`src/flash_regs_pkg.sv`:
```
// Constants for the flash status and configuration register set
// ==========================================================
// Overview of operation
// - Lock bit with WP low blocks register writes
// - Program error flag set on program failure
// - Erase error flag set on erase failure
// - Three guard bits select protected sector range
// - Writes, program, erase need write-enable latch set
// - Only enable/disable commands change the latch
// - Busy bit high while any operation runs
// - Config bits 7:6 select read latency code
// - Origin bit: 1 low end, 0 high end
// - Config bit 3 makes guard bits volatile
// - Parameter sectors top when bit set, else bottom
// - Config bit 1 selects quad I/O mode
// - Freeze bit locks guard, origin, location bits
// - Status two bit 1 shows erase suspended
// - Status two bit 0 shows program suspended
package flash_regs_pkg;

    // ==========================================================
    // Status register one layout
    localparam int STAT1_LOCK = 7;
    localparam int STAT1_PERR = 6;
    localparam int STAT1_EERR = 5;
    localparam int STAT1_GUARD_HI = 4;
    localparam int STAT1_GUARD_LO = 2;
    localparam int STAT1_LATCH = 1;
    localparam int STAT1_BUSY = 0;

    // ==========================================================
    // Configuration register layout
    localparam int CFG_LAT_HI = 7;
    localparam int CFG_LAT_LO = 6;
    localparam int CFG_ORIGIN = 5;
    localparam int CFG_VOLATILE = 3;
    localparam int CFG_PARAM_LOC = 2;
    localparam int CFG_QUAD = 1;
    localparam int CFG_FREEZE = 0;
    // One-time bits may only go from 0 to 1
    localparam logic [7:0] CFG_OTP_MASK = 8'h2c;
    localparam logic [7:0] CFG_RESET = 8'h00;

    // ==========================================================
    // Status register two layout
    localparam int STAT2_ERASE_SUSP = 1;
    localparam int STAT2_PROG_SUSP = 0;
    localparam logic [5:0] STAT2_RSVD = 6'h00;

    // ==========================================================
    // Timing
    localparam int CLK_PERIOD_NS = 10;
    localparam int REGWR_BUSY_NS = 200;
    localparam int REGWR_BUSY_CYCLES =
        (REGWR_BUSY_NS + CLK_PERIOD_NS - 1) / CLK_PERIOD_NS;
    localparam int BUSY_W = $clog2(REGWR_BUSY_CYCLES + 1);

endpackage

```
`src/flash_status_config_regs.sv`:
```
// Serial-link register set: status one, configuration, status two
`timescale 1ns/100ps

module flash_status_config_regs
    import flash_regs_pkg::*;
#(
    parameter logic [7:0] OP_WRITE_REGS = 8'h01,
    parameter logic [7:0] OP_WRITE_ENABLE = 8'h06,
    parameter logic [7:0] OP_WRITE_DISABLE = 8'h04,
    parameter logic [7:0] OP_READ_STAT1 = 8'h05,
    parameter logic [7:0] OP_READ_STAT2 = 8'h07,
    parameter logic [7:0] OP_READ_CFG = 8'h35,
    parameter logic [7:0] OP_PROGRAM = 8'h02,
    parameter logic [7:0] OP_ERASE = 8'hd8
) (
    input wire logic CLK,
    input wire logic RESETN,
    input wire logic SCK,
    input wire logic CS_N,
    input wire logic SI,
    output logic SO,
    output logic SO_OE,
    input wire logic WP_N,
    input wire logic ARRAY_BUSY,
    input wire logic PROG_ERR_EV,
    input wire logic ERASE_ERR_EV,
    input wire logic ERASE_SUSPENDED,
    input wire logic PROGRAM_SUSPENDED,
    output logic PROG_GO,
    output logic ERASE_GO,
    output logic [2:0] GUARD_BITS,
    output logic PROTECT_ORIGIN_LOW,
    output logic GUARD_VOLATILE,
    output logic PARAM_AT_TOP,
    output logic QUAD_MODE,
    output logic [1:0] LATENCY_CODE,
    output logic FREEZE
);

    typedef enum logic [1:0] {PH_IDLE, PH_CMD, PH_DATA, PH_READ} phase_t;

    typedef struct packed {
        logic [2:0] sck_p;
        logic [2:0] csn_p;
        logic [1:0] si_p;
        logic [1:0] wp_p;
        phase_t phase;
        logic [7:0] shift;
        logic [2:0] bit_cnt;
        logic [1:0] byte_cnt;
        logic [7:0] opcode;
        logic [7:0] data1;
        logic [7:0] data2;
        logic [7:0] tx;
        logic [2:0] out_cnt;
        logic so;
        logic so_oe;
        logic lock;
        logic [2:0] guard;
        logic latch;
        logic perr;
        logic eerr;
        logic [7:0] cfg;
        logic [BUSY_W-1:0] busy_cnt;
        logic prog_go;
        logic erase_go;
    } state_t;

    state_t q;
    state_t d;

    // ==========================================================
    // Link edge detection, read only past the second flop
    logic sck_rise;
    logic sck_fall;
    logic cs_fall;
    logic cs_rise;
    logic cs_active;
    logic wp_low;
    logic busy;
    logic frame_ok;
    logic regwr_try;
    logic regwr_go;
    logic [7:0] stat1;
    logic [7:0] stat2;

    assign sck_rise = q.sck_p[1] & ~q.sck_p[2];
    assign sck_fall = ~q.sck_p[1] & q.sck_p[2];
    assign cs_fall = ~q.csn_p[1] & q.csn_p[2];
    assign cs_rise = q.csn_p[1] & ~q.csn_p[2];
    assign cs_active = ~q.csn_p[1];
    assign wp_low = ~q.wp_p[1];

    // Busy from write timer or array
    assign busy = (q.busy_cnt != '0) | ARRAY_BUSY;

    // Commands run only on whole bytes, at frame end, when idle
    assign frame_ok = cs_rise & (q.phase == PH_DATA)
        & (q.bit_cnt == 3'h0) & ~busy;
    assign regwr_try = frame_ok & (q.opcode == OP_WRITE_REGS)
        & (q.byte_cnt != 2'h0) & q.latch;
    // Lock with WP low refuses writes
    assign regwr_go = regwr_try & ~(q.lock & wp_low);

    assign stat1 = {q.lock, q.perr, q.eerr, q.guard, q.latch, busy};
    assign stat2 = {STAT2_RSVD, ERASE_SUSPENDED, PROGRAM_SUSPENDED};

    // ==========================================================
    // Next state
    always_comb begin
        logic [7:0] byte_in;
        logic [7:0] word;
        logic [7:0] sel;
        byte_in = {q.shift[6:0], q.si_p[1]};
        word = 8'h00;
        sel = 8'h00;
        d = q;
        d.sck_p = {q.sck_p[1:0], SCK};
        d.csn_p = {q.csn_p[1:0], CS_N};
        d.si_p = {q.si_p[0], SI};
        d.wp_p = {q.wp_p[0], WP_N};
        d.prog_go = 1'b0;
        d.erase_go = 1'b0;

        if (q.opcode == OP_READ_STAT1) begin
            sel = stat1;
        end else if (q.opcode == OP_READ_STAT2) begin
            sel = stat2;
        end else if (q.opcode == OP_READ_CFG) begin
            sel = q.cfg;
        end

        if (q.busy_cnt != '0) begin
            d.busy_cnt = q.busy_cnt - 1'b1;
        end
        if (PROG_ERR_EV) begin
            d.perr = 1'b1;
        end
        if (ERASE_ERR_EV) begin
            d.eerr = 1'b1;
        end

        if (cs_fall) begin
            d.phase = PH_CMD;
            d.bit_cnt = 3'h0;
            d.byte_cnt = 2'h0;
            d.so_oe = 1'b0;
        end else if (cs_active && sck_rise && q.phase != PH_IDLE) begin
            d.shift = byte_in;
            d.bit_cnt = q.bit_cnt + 3'h1;
            if (q.bit_cnt == 3'h7) begin
                case (q.phase)
                    PH_CMD: begin
                        d.opcode = byte_in;
                        d.out_cnt = 3'h0;
                        if (byte_in == OP_READ_STAT1
                                || byte_in == OP_READ_STAT2
                                || byte_in == OP_READ_CFG) begin
                            d.phase = PH_READ;
                        end else begin
                            d.phase = PH_DATA;
                        end
                    end
                    PH_DATA: begin
                        if (q.byte_cnt == 2'h0) begin
                            d.data1 = byte_in;
                        end
                        if (q.byte_cnt == 2'h1) begin
                            d.data2 = byte_in;
                        end
                        if (q.byte_cnt != 2'h3) begin
                            d.byte_cnt = q.byte_cnt + 2'h1;
                        end
                    end
                    default: begin
                    end
                endcase
            end
        end else if (cs_active && sck_fall && q.phase == PH_READ) begin
            // Fresh snapshot each byte so polling sees busy drop
            word = (q.out_cnt == 3'h0) ? sel : q.tx;
            d.so = word[7];
            d.tx = {word[6:0], 1'b0};
            d.out_cnt = q.out_cnt + 3'h1;
            d.so_oe = 1'b1;
        end

        if (cs_rise) begin
            d.phase = PH_IDLE;
            d.so_oe = 1'b0;
            // Latch moved by enable and disable only
            if (frame_ok && q.byte_cnt == 2'h0) begin
                if (q.opcode == OP_WRITE_ENABLE) begin
                    d.latch = 1'b1;
                end else if (q.opcode == OP_WRITE_DISABLE) begin
                    d.latch = 1'b0;
                end
            end
            // Program and erase gated by latch
            if (frame_ok && q.latch && q.opcode == OP_PROGRAM) begin
                d.prog_go = 1'b1;
            end
            if (frame_ok && q.latch && q.opcode == OP_ERASE) begin
                d.erase_go = 1'b1;
            end
            if (regwr_go) begin
                d.lock = q.data1[STAT1_LOCK];
                if (!q.cfg[CFG_FREEZE]) begin
                    d.guard = q.data1[STAT1_GUARD_HI:STAT1_GUARD_LO];
                end
                if (q.byte_cnt != 2'h1) begin
                    d.cfg[CFG_LAT_HI:CFG_LAT_LO] =
                        q.data2[CFG_LAT_HI:CFG_LAT_LO];
                    d.cfg[CFG_QUAD] = q.data2[CFG_QUAD];
                    // Freeze clears only at reset
                    d.cfg[CFG_FREEZE] = q.cfg[CFG_FREEZE]
                        | q.data2[CFG_FREEZE];
                    d.cfg[CFG_VOLATILE] = q.cfg[CFG_VOLATILE]
                        | q.data2[CFG_VOLATILE];
                    if (!q.cfg[CFG_FREEZE]) begin
                        d.cfg[CFG_ORIGIN] = q.cfg[CFG_ORIGIN]
                            | q.data2[CFG_ORIGIN];
                        d.cfg[CFG_PARAM_LOC] = q.cfg[CFG_PARAM_LOC]
                            | q.data2[CFG_PARAM_LOC];
                    end
                end
                d.busy_cnt = BUSY_W'(REGWR_BUSY_CYCLES);
            end
        end
    end

    always_ff @(posedge CLK or negedge RESETN) begin
        if (!RESETN) begin
            q <= '0;
            q.csn_p <= 3'h7;
            q.sck_p <= 3'h0;
            q.cfg <= CFG_RESET;
        end else begin
            q <= d;
        end
    end

    // ==========================================================
    // Outputs
    assign SO = q.so;
    assign SO_OE = q.so_oe;
    assign PROG_GO = q.prog_go;
    assign ERASE_GO = q.erase_go;
    assign GUARD_BITS = q.guard;
    assign PROTECT_ORIGIN_LOW = q.cfg[CFG_ORIGIN];
    assign GUARD_VOLATILE = q.cfg[CFG_VOLATILE];
    assign PARAM_AT_TOP = q.cfg[CFG_PARAM_LOC];
    assign QUAD_MODE = q.cfg[CFG_QUAD];
    assign LATENCY_CODE = q.cfg[CFG_LAT_HI:CFG_LAT_LO];
    assign FREEZE = q.cfg[CFG_FREEZE];
endmodule

```
`config.mk`:
```
export PLATFORM = sky130hd
export DESIGN_NAME = flash_status_config_regs
export DESIGN_NICKNAME = d
export VERILOG_FILES = /design/src/flash_regs_pkg.sv /design/src/flash_status_config_regs.sv
export SDC_FILE = /design/constraint.sdc
export NUM_CORES = 1
export LEC_CHECK = 0
export BUFFER_PORTS_ARGS = -buffer_cell sky130_fd_sc_hd__buf_2
export CAP_MARGIN = 0
export CORE_MARGIN = 10
export CORE_UTILIZATION = 50
export DETAILED_ROUTE_END_ITERATION = 8
export PLACE_DENSITY_LB_ADDON = 0.05
export SLEW_MARGIN = 20
export SYNTH_ARGS = -nofsm -noshare
export SYNTH_HDL_FRONTEND = slang
export SYNTH_SLANG_ARGS = --single-unit
```
`constraint.sdc`:
```
create_clock -name CLK -period 3.8 [get_ports CLK]
set_input_delay 0.19 -clock CLK [delete_from_list [all_inputs] [get_ports CLK]]
set_output_delay 0.19 -clock CLK [all_outputs]
set_load 0.03 [all_outputs]
```
==> results.sh <==
export IMPL_fill_cells=576
export IMPL_cts_buffers_inserted=9
export IMPL_synthAdderAreaFrac=0.04038
export IMPL_cts_sinks=76
export IMPL_crit_type="reg2reg"
export IMPL_ys_seq_area_frac=0.5591
export IMPL_dr_pass1_iters=4
export IMPL_fin_setup_tns_ps=0
export IMPL_clk_pin_slew_ps=80
export IMPL_finalSetupViolCount=0
export IMPL_grt_pass1_wl_um=10990
export IMPL_clock_latency_ps=350
export IMPL_viasPerCell=5.562
export IMPL_die_height_um=102.6
export IMPL_antenna_found_initial=0
export IMPL_critPathRequiredTime_ps=4040
export IMPL_holdWs_ps=-34.76
export IMPL_leakage_nw=1.827
export IMPL_ys_ff_latch=76
export IMPL_die_w_um=102.6
export IMPL_cp_max_fo=8
export IMPL_synth_xor_area_frac=0.01542
export IMPL_synthFlopType="dfrtp_1"
export IMPL_tightest_slew_ps=938.8
export IMPL_worst_setup_path_start_kind="register"
export IMPL_ios=25
export IMPL_h_tree_depth=3
export IMPL_drc=0
export IMPL_ant_nets=0
export IMPL_slew_violations=0
export IMPL_antenna_cells=0
export IMPL_fmax_ghz=0.3864
export IMPL_rrSetupSlack_ps=1210
export IMPL_crit_chain="inv_1 -> ha_1 -> or4b_1 -> nand4bb_4 -> nor4_4 -> mux2_2"
export IMPL_status="finished, violations left"
export IMPL_initial_core_util=0.5073
export IMPL_nets=328
export IMPL_drive_gt1_frac=0.2903
export IMPL_post_route_period_util=0.6810
export IMPL_ys_warn_count=0
export IMPL_post_cts_buffers=0
export IMPL_grt_overflow=0
export IMPL_syn_to_final_growth_pct=11.86
export IMPL_wl_per_cell_um=17.19
export IMPL_async_flop_share=1.000
export IMPL_r2r_end="LATENCY_CODE[0]$_DFFE_PN0P_"
export IMPL_reg2regPathDepth=6
export IMPL_post_synth_instance_area_sq_mm=0.003408
export IMPL_cpLargestDelayFamily="simple AND/OR/NAND/NOR gates"
export IMPL_skew_ps=13.24
export IMPL_slew_limit_headroom=0.3741
export IMPL_core_rowCount=30
export IMPL_cts_buffer_depth=2
export IMPL_coreArea_sq_mm=0.006719
export IMPL_r2r_start="q[2]$_DFF_PN0_"
export IMPL_cts_tree="yes"
export IMPL_setup_slack_ps=1212
export IMPL_failed_checks="hold timing"
export IMPL_ir_drop_v=0.0002489
export IMPL_powerDensity_mw_per_mm2=392.1
export IMPL_hold_viol=19
export IMPL_end_kind="register"
export IMPL_ys_types=48
export IMPL_slowest_stage="or4b_1"
export IMPL_dieArea_sq_mm=0.01052
export IMPL_hp_class="in2async"
export IMPL_synthMuxAreaShare=0.1211
export IMPL_post_cts_resized=0
export IMPL_cpPeakStageDelay_ps=620
export IMPL_drv_cap=0
export IMPL_port_buffers=24
export IMPL_ctsRootBufferMaster="clkbuf_8"
export IMPL_place_gp_congestion=0.8175
export IMPL_synth_nets=299
export IMPL_synth_area_per_cell_sq_um=12.30
export IMPL_finalCriticalPeriod_ps=2588
export IMPL_drt_iter0_markers=103
export IMPL_place_ws_ps=1202
export IMPL_synth_edf_count=0
export IMPL_synth_compound_area_frac=0.07599
export IMPL_rsz0062_at_grt="no"
export IMPL_grt_max_degree=77
export IMPL_worstPathArrival_ps=2820
export IMPL_dp_hpwl_um=4716
export IMPL_grtUsageTotal=0.1349
export IMPL_cp_buffers_inverters=1
export IMPL_synth_cells=277
export IMPL_synth_simple_gate_area_frac=0.1494
export IMPL_grt_pass1_vias=2134
export IMPL_vias=2169
export IMPL_wl_um=6705
export IMPL_synth_top_family_by_area="simple AND/OR/NAND/NOR gates"
[registers in the layout (all words and copies together), names as in the netlist]
register            cells
FREEZE                  1
d                       6
LATENCY_CODE            2
SO                      1
QUAD_MODE               1
ERASE_GO                1
GUARD_VOLATILE          1
GUARD_BITS              3
SO_OE                   1
PROTECT_ORIGIN_LOW      1
q                      56
PARAM_AT_TOP            1
PROG_GO                 1
[layout by cell type (no fill, tap or decap), types with 2 or more instances in the layout]
| master | n |
|---|---|
| a21o_1 | 4 |
| a21oi_1 | 7 |
| a22oi_1 | 5 |
| a31o_2 | 2 |
| and2_1 | 2 |
| and3_1 | 2 |
| buf_2 | 23 |
| buf_4 | 4 |
| clkbuf_8 | 9 |
| clkinv_2 | 2 |
| clkinv_4 | 3 |
| dfrtp_1 | 73 |
| dfstp_2 | 3 |
| dlygate4sd3_1 | 4 |
| ha_1 | 11 |
| inv_1 | 16 |
| mux2_2 | 34 |
| mux2i_1 | 3 |
| nand2_1 | 20 |
| nand2b_1 | 6 |
| nand3b_1 | 3 |
| nand4b_1 | 3 |
| nor2_1 | 13 |
| nor3_1 | 4 |
| nor3_2 | 2 |
| nor4_1 | 3 |
| nor4b_1 | 3 |
| nor4bb_1 | 3 |
| o21ai_0 | 5 |
| o221ai_1 | 5 |
| o31ai_1 | 4 |
| or2_2 | 3 |
| or3_1 | 3 |
| or4_1 | 2 |
| xnor2_1 | 3 |
| xor2_1 | 3 |
[through the flow]
stage	area, sq um	utilization	power (mW)	instances
4_1_cts	3812	0.5674	1.514	390
3_5_place_dp	3582	0.5331	0.9109	371
5_1_grt	3812	0.5674	1.560	390
6_report	3812	0.5674	1.495	390
2_1_floorplan	3408	-	0.8774	277
3_3_place_gp	3582	0.5331	0.9105	371
[cell type report]
class	count	area [sq um]	area share
timing repair buffer	31	185.2	0.04857
inverter	16	60.06	0.01575
clock inverter	6	66.31	0.01739
multi-input combinational	172	1371	0.3597
tap	80	100.1	0.02626
sequential	76	1906	0.4998
clock buffer	9	123.9	0.03249
[what timing repair did]
action                                  CTS  global route
endpoints found under the setup margin    0             0
hold buffers                              4             0
endpoints found under the hold margin     4             0
[cells in the mapped netlist (2+ instances only)]
cell type / instances / area share
dfrtp_1: 73 / 0.54
mux2_2: 34 / 0.11
nand2_1: 20 / 0.022
inv_1: 16 / 0.018
nor2_1: 13 / 0.014
ha_1: 11 / 0.040
a21oi_1: 7 / 0.010
nand2b_1: 6 / 0.011
a22oi_1: 5 / 0.011
buf_4: 5 / 0.011
o21ai_0: 5 / 0.0073
o221ai_1: 5 / 0.013
a21o_1: 4 / 0.0088
clkbuf_1: 4 / 0.0044
nor3_1: 4 / 0.0059
o31ai_1: 4 / 0.0088
buf_2: 3 / 0.0044
dfstp_2: 3 / 0.023
mux2i_1: 3 / 0.0088
nand3b_1: 3 / 0.0066
nand4b_1: 3 / 0.0077
nor4_1: 3 / 0.0055
nor4b_1: 3 / 0.0077
nor4bb_1: 3 / 0.0088
or2_2: 3 / 0.0055
or3_1: 3 / 0.0055
xnor2_1: 3 / 0.0077
xor2_1: 3 / 0.0077
a31o_2: 2 / 0.0051
and2_1: 2 / 0.0037
and3_1: 2 / 0.0037
nor3_2: 2 / 0.0059
or4_1: 2 / 0.0044
[logic make-up (layout without fill, tap and decap cells)]
kind of cell / count (synthesis) / count (layout)
fa+ha+maj: 11 / 11
buf+inv: 29 / 62
simple gates: 81 / 81
mux: 37 / 37
xor+xnor: 6 / 6
compound gates: 37 / 37
flops: 76 / 76
[worst max-delay path by stage]
stage,start,endpoint,slack (ps),cells past startpoint
2_1_floorplan,q[2]$_DFF_PN0_,LATENCY_CODE[0]$_DFFE_PN0P_,1440,7
3_3_place_gp,q[2]$_DFF_PN0_,LATENCY_CODE[0]$_DFFE_PN0P_,1250,6
3_5_place_dp,q[2]$_DFF_PN0_,LATENCY_CODE[1]$_DFFE_PN0P_,1200,6
4_1_cts,q[2]$_DFF_PN0_,LATENCY_CODE[1]$_DFFE_PN0P_,1190,6
5_1_grt,q[2]$_DFF_PN0_,LATENCY_CODE[0]$_DFFE_PN0P_,1070,6
6_report,q[2]$_DFF_PN0_,LATENCY_CODE[0]$_DFFE_PN0P_,1210,6
[worst reg2reg max path, stage by stage, from the launching register on]
cell and delay [ps]:
dfrtp_1 410, inv_1 70, ha_1 200, or4b_1 620
nand4bb_4 320, nor4_4 500, mux2_2 380
[where the power goes]
part	internal (mW)	switching [mW]	total, mW	leakage, nW
logic	0.0230	0.0324	0.0554	0.716
clock network	0.301	0.297	0.598	0.0990
registers	0.824	0.0176	0.842	1.01
[metal layers]
metal / global-route usage / routed length (um) / up-vias
met5: 0 / 0 / -
met4: 0.04989 / 48 / 0
met3: 0.03485 / 265 / 6
met2: 0.2002 / 2954 / 35
met1: 0.1851 / 3437 / 1090
li1: - / - / 1038
Note: power is estimated with default switching activity, not from simulation.
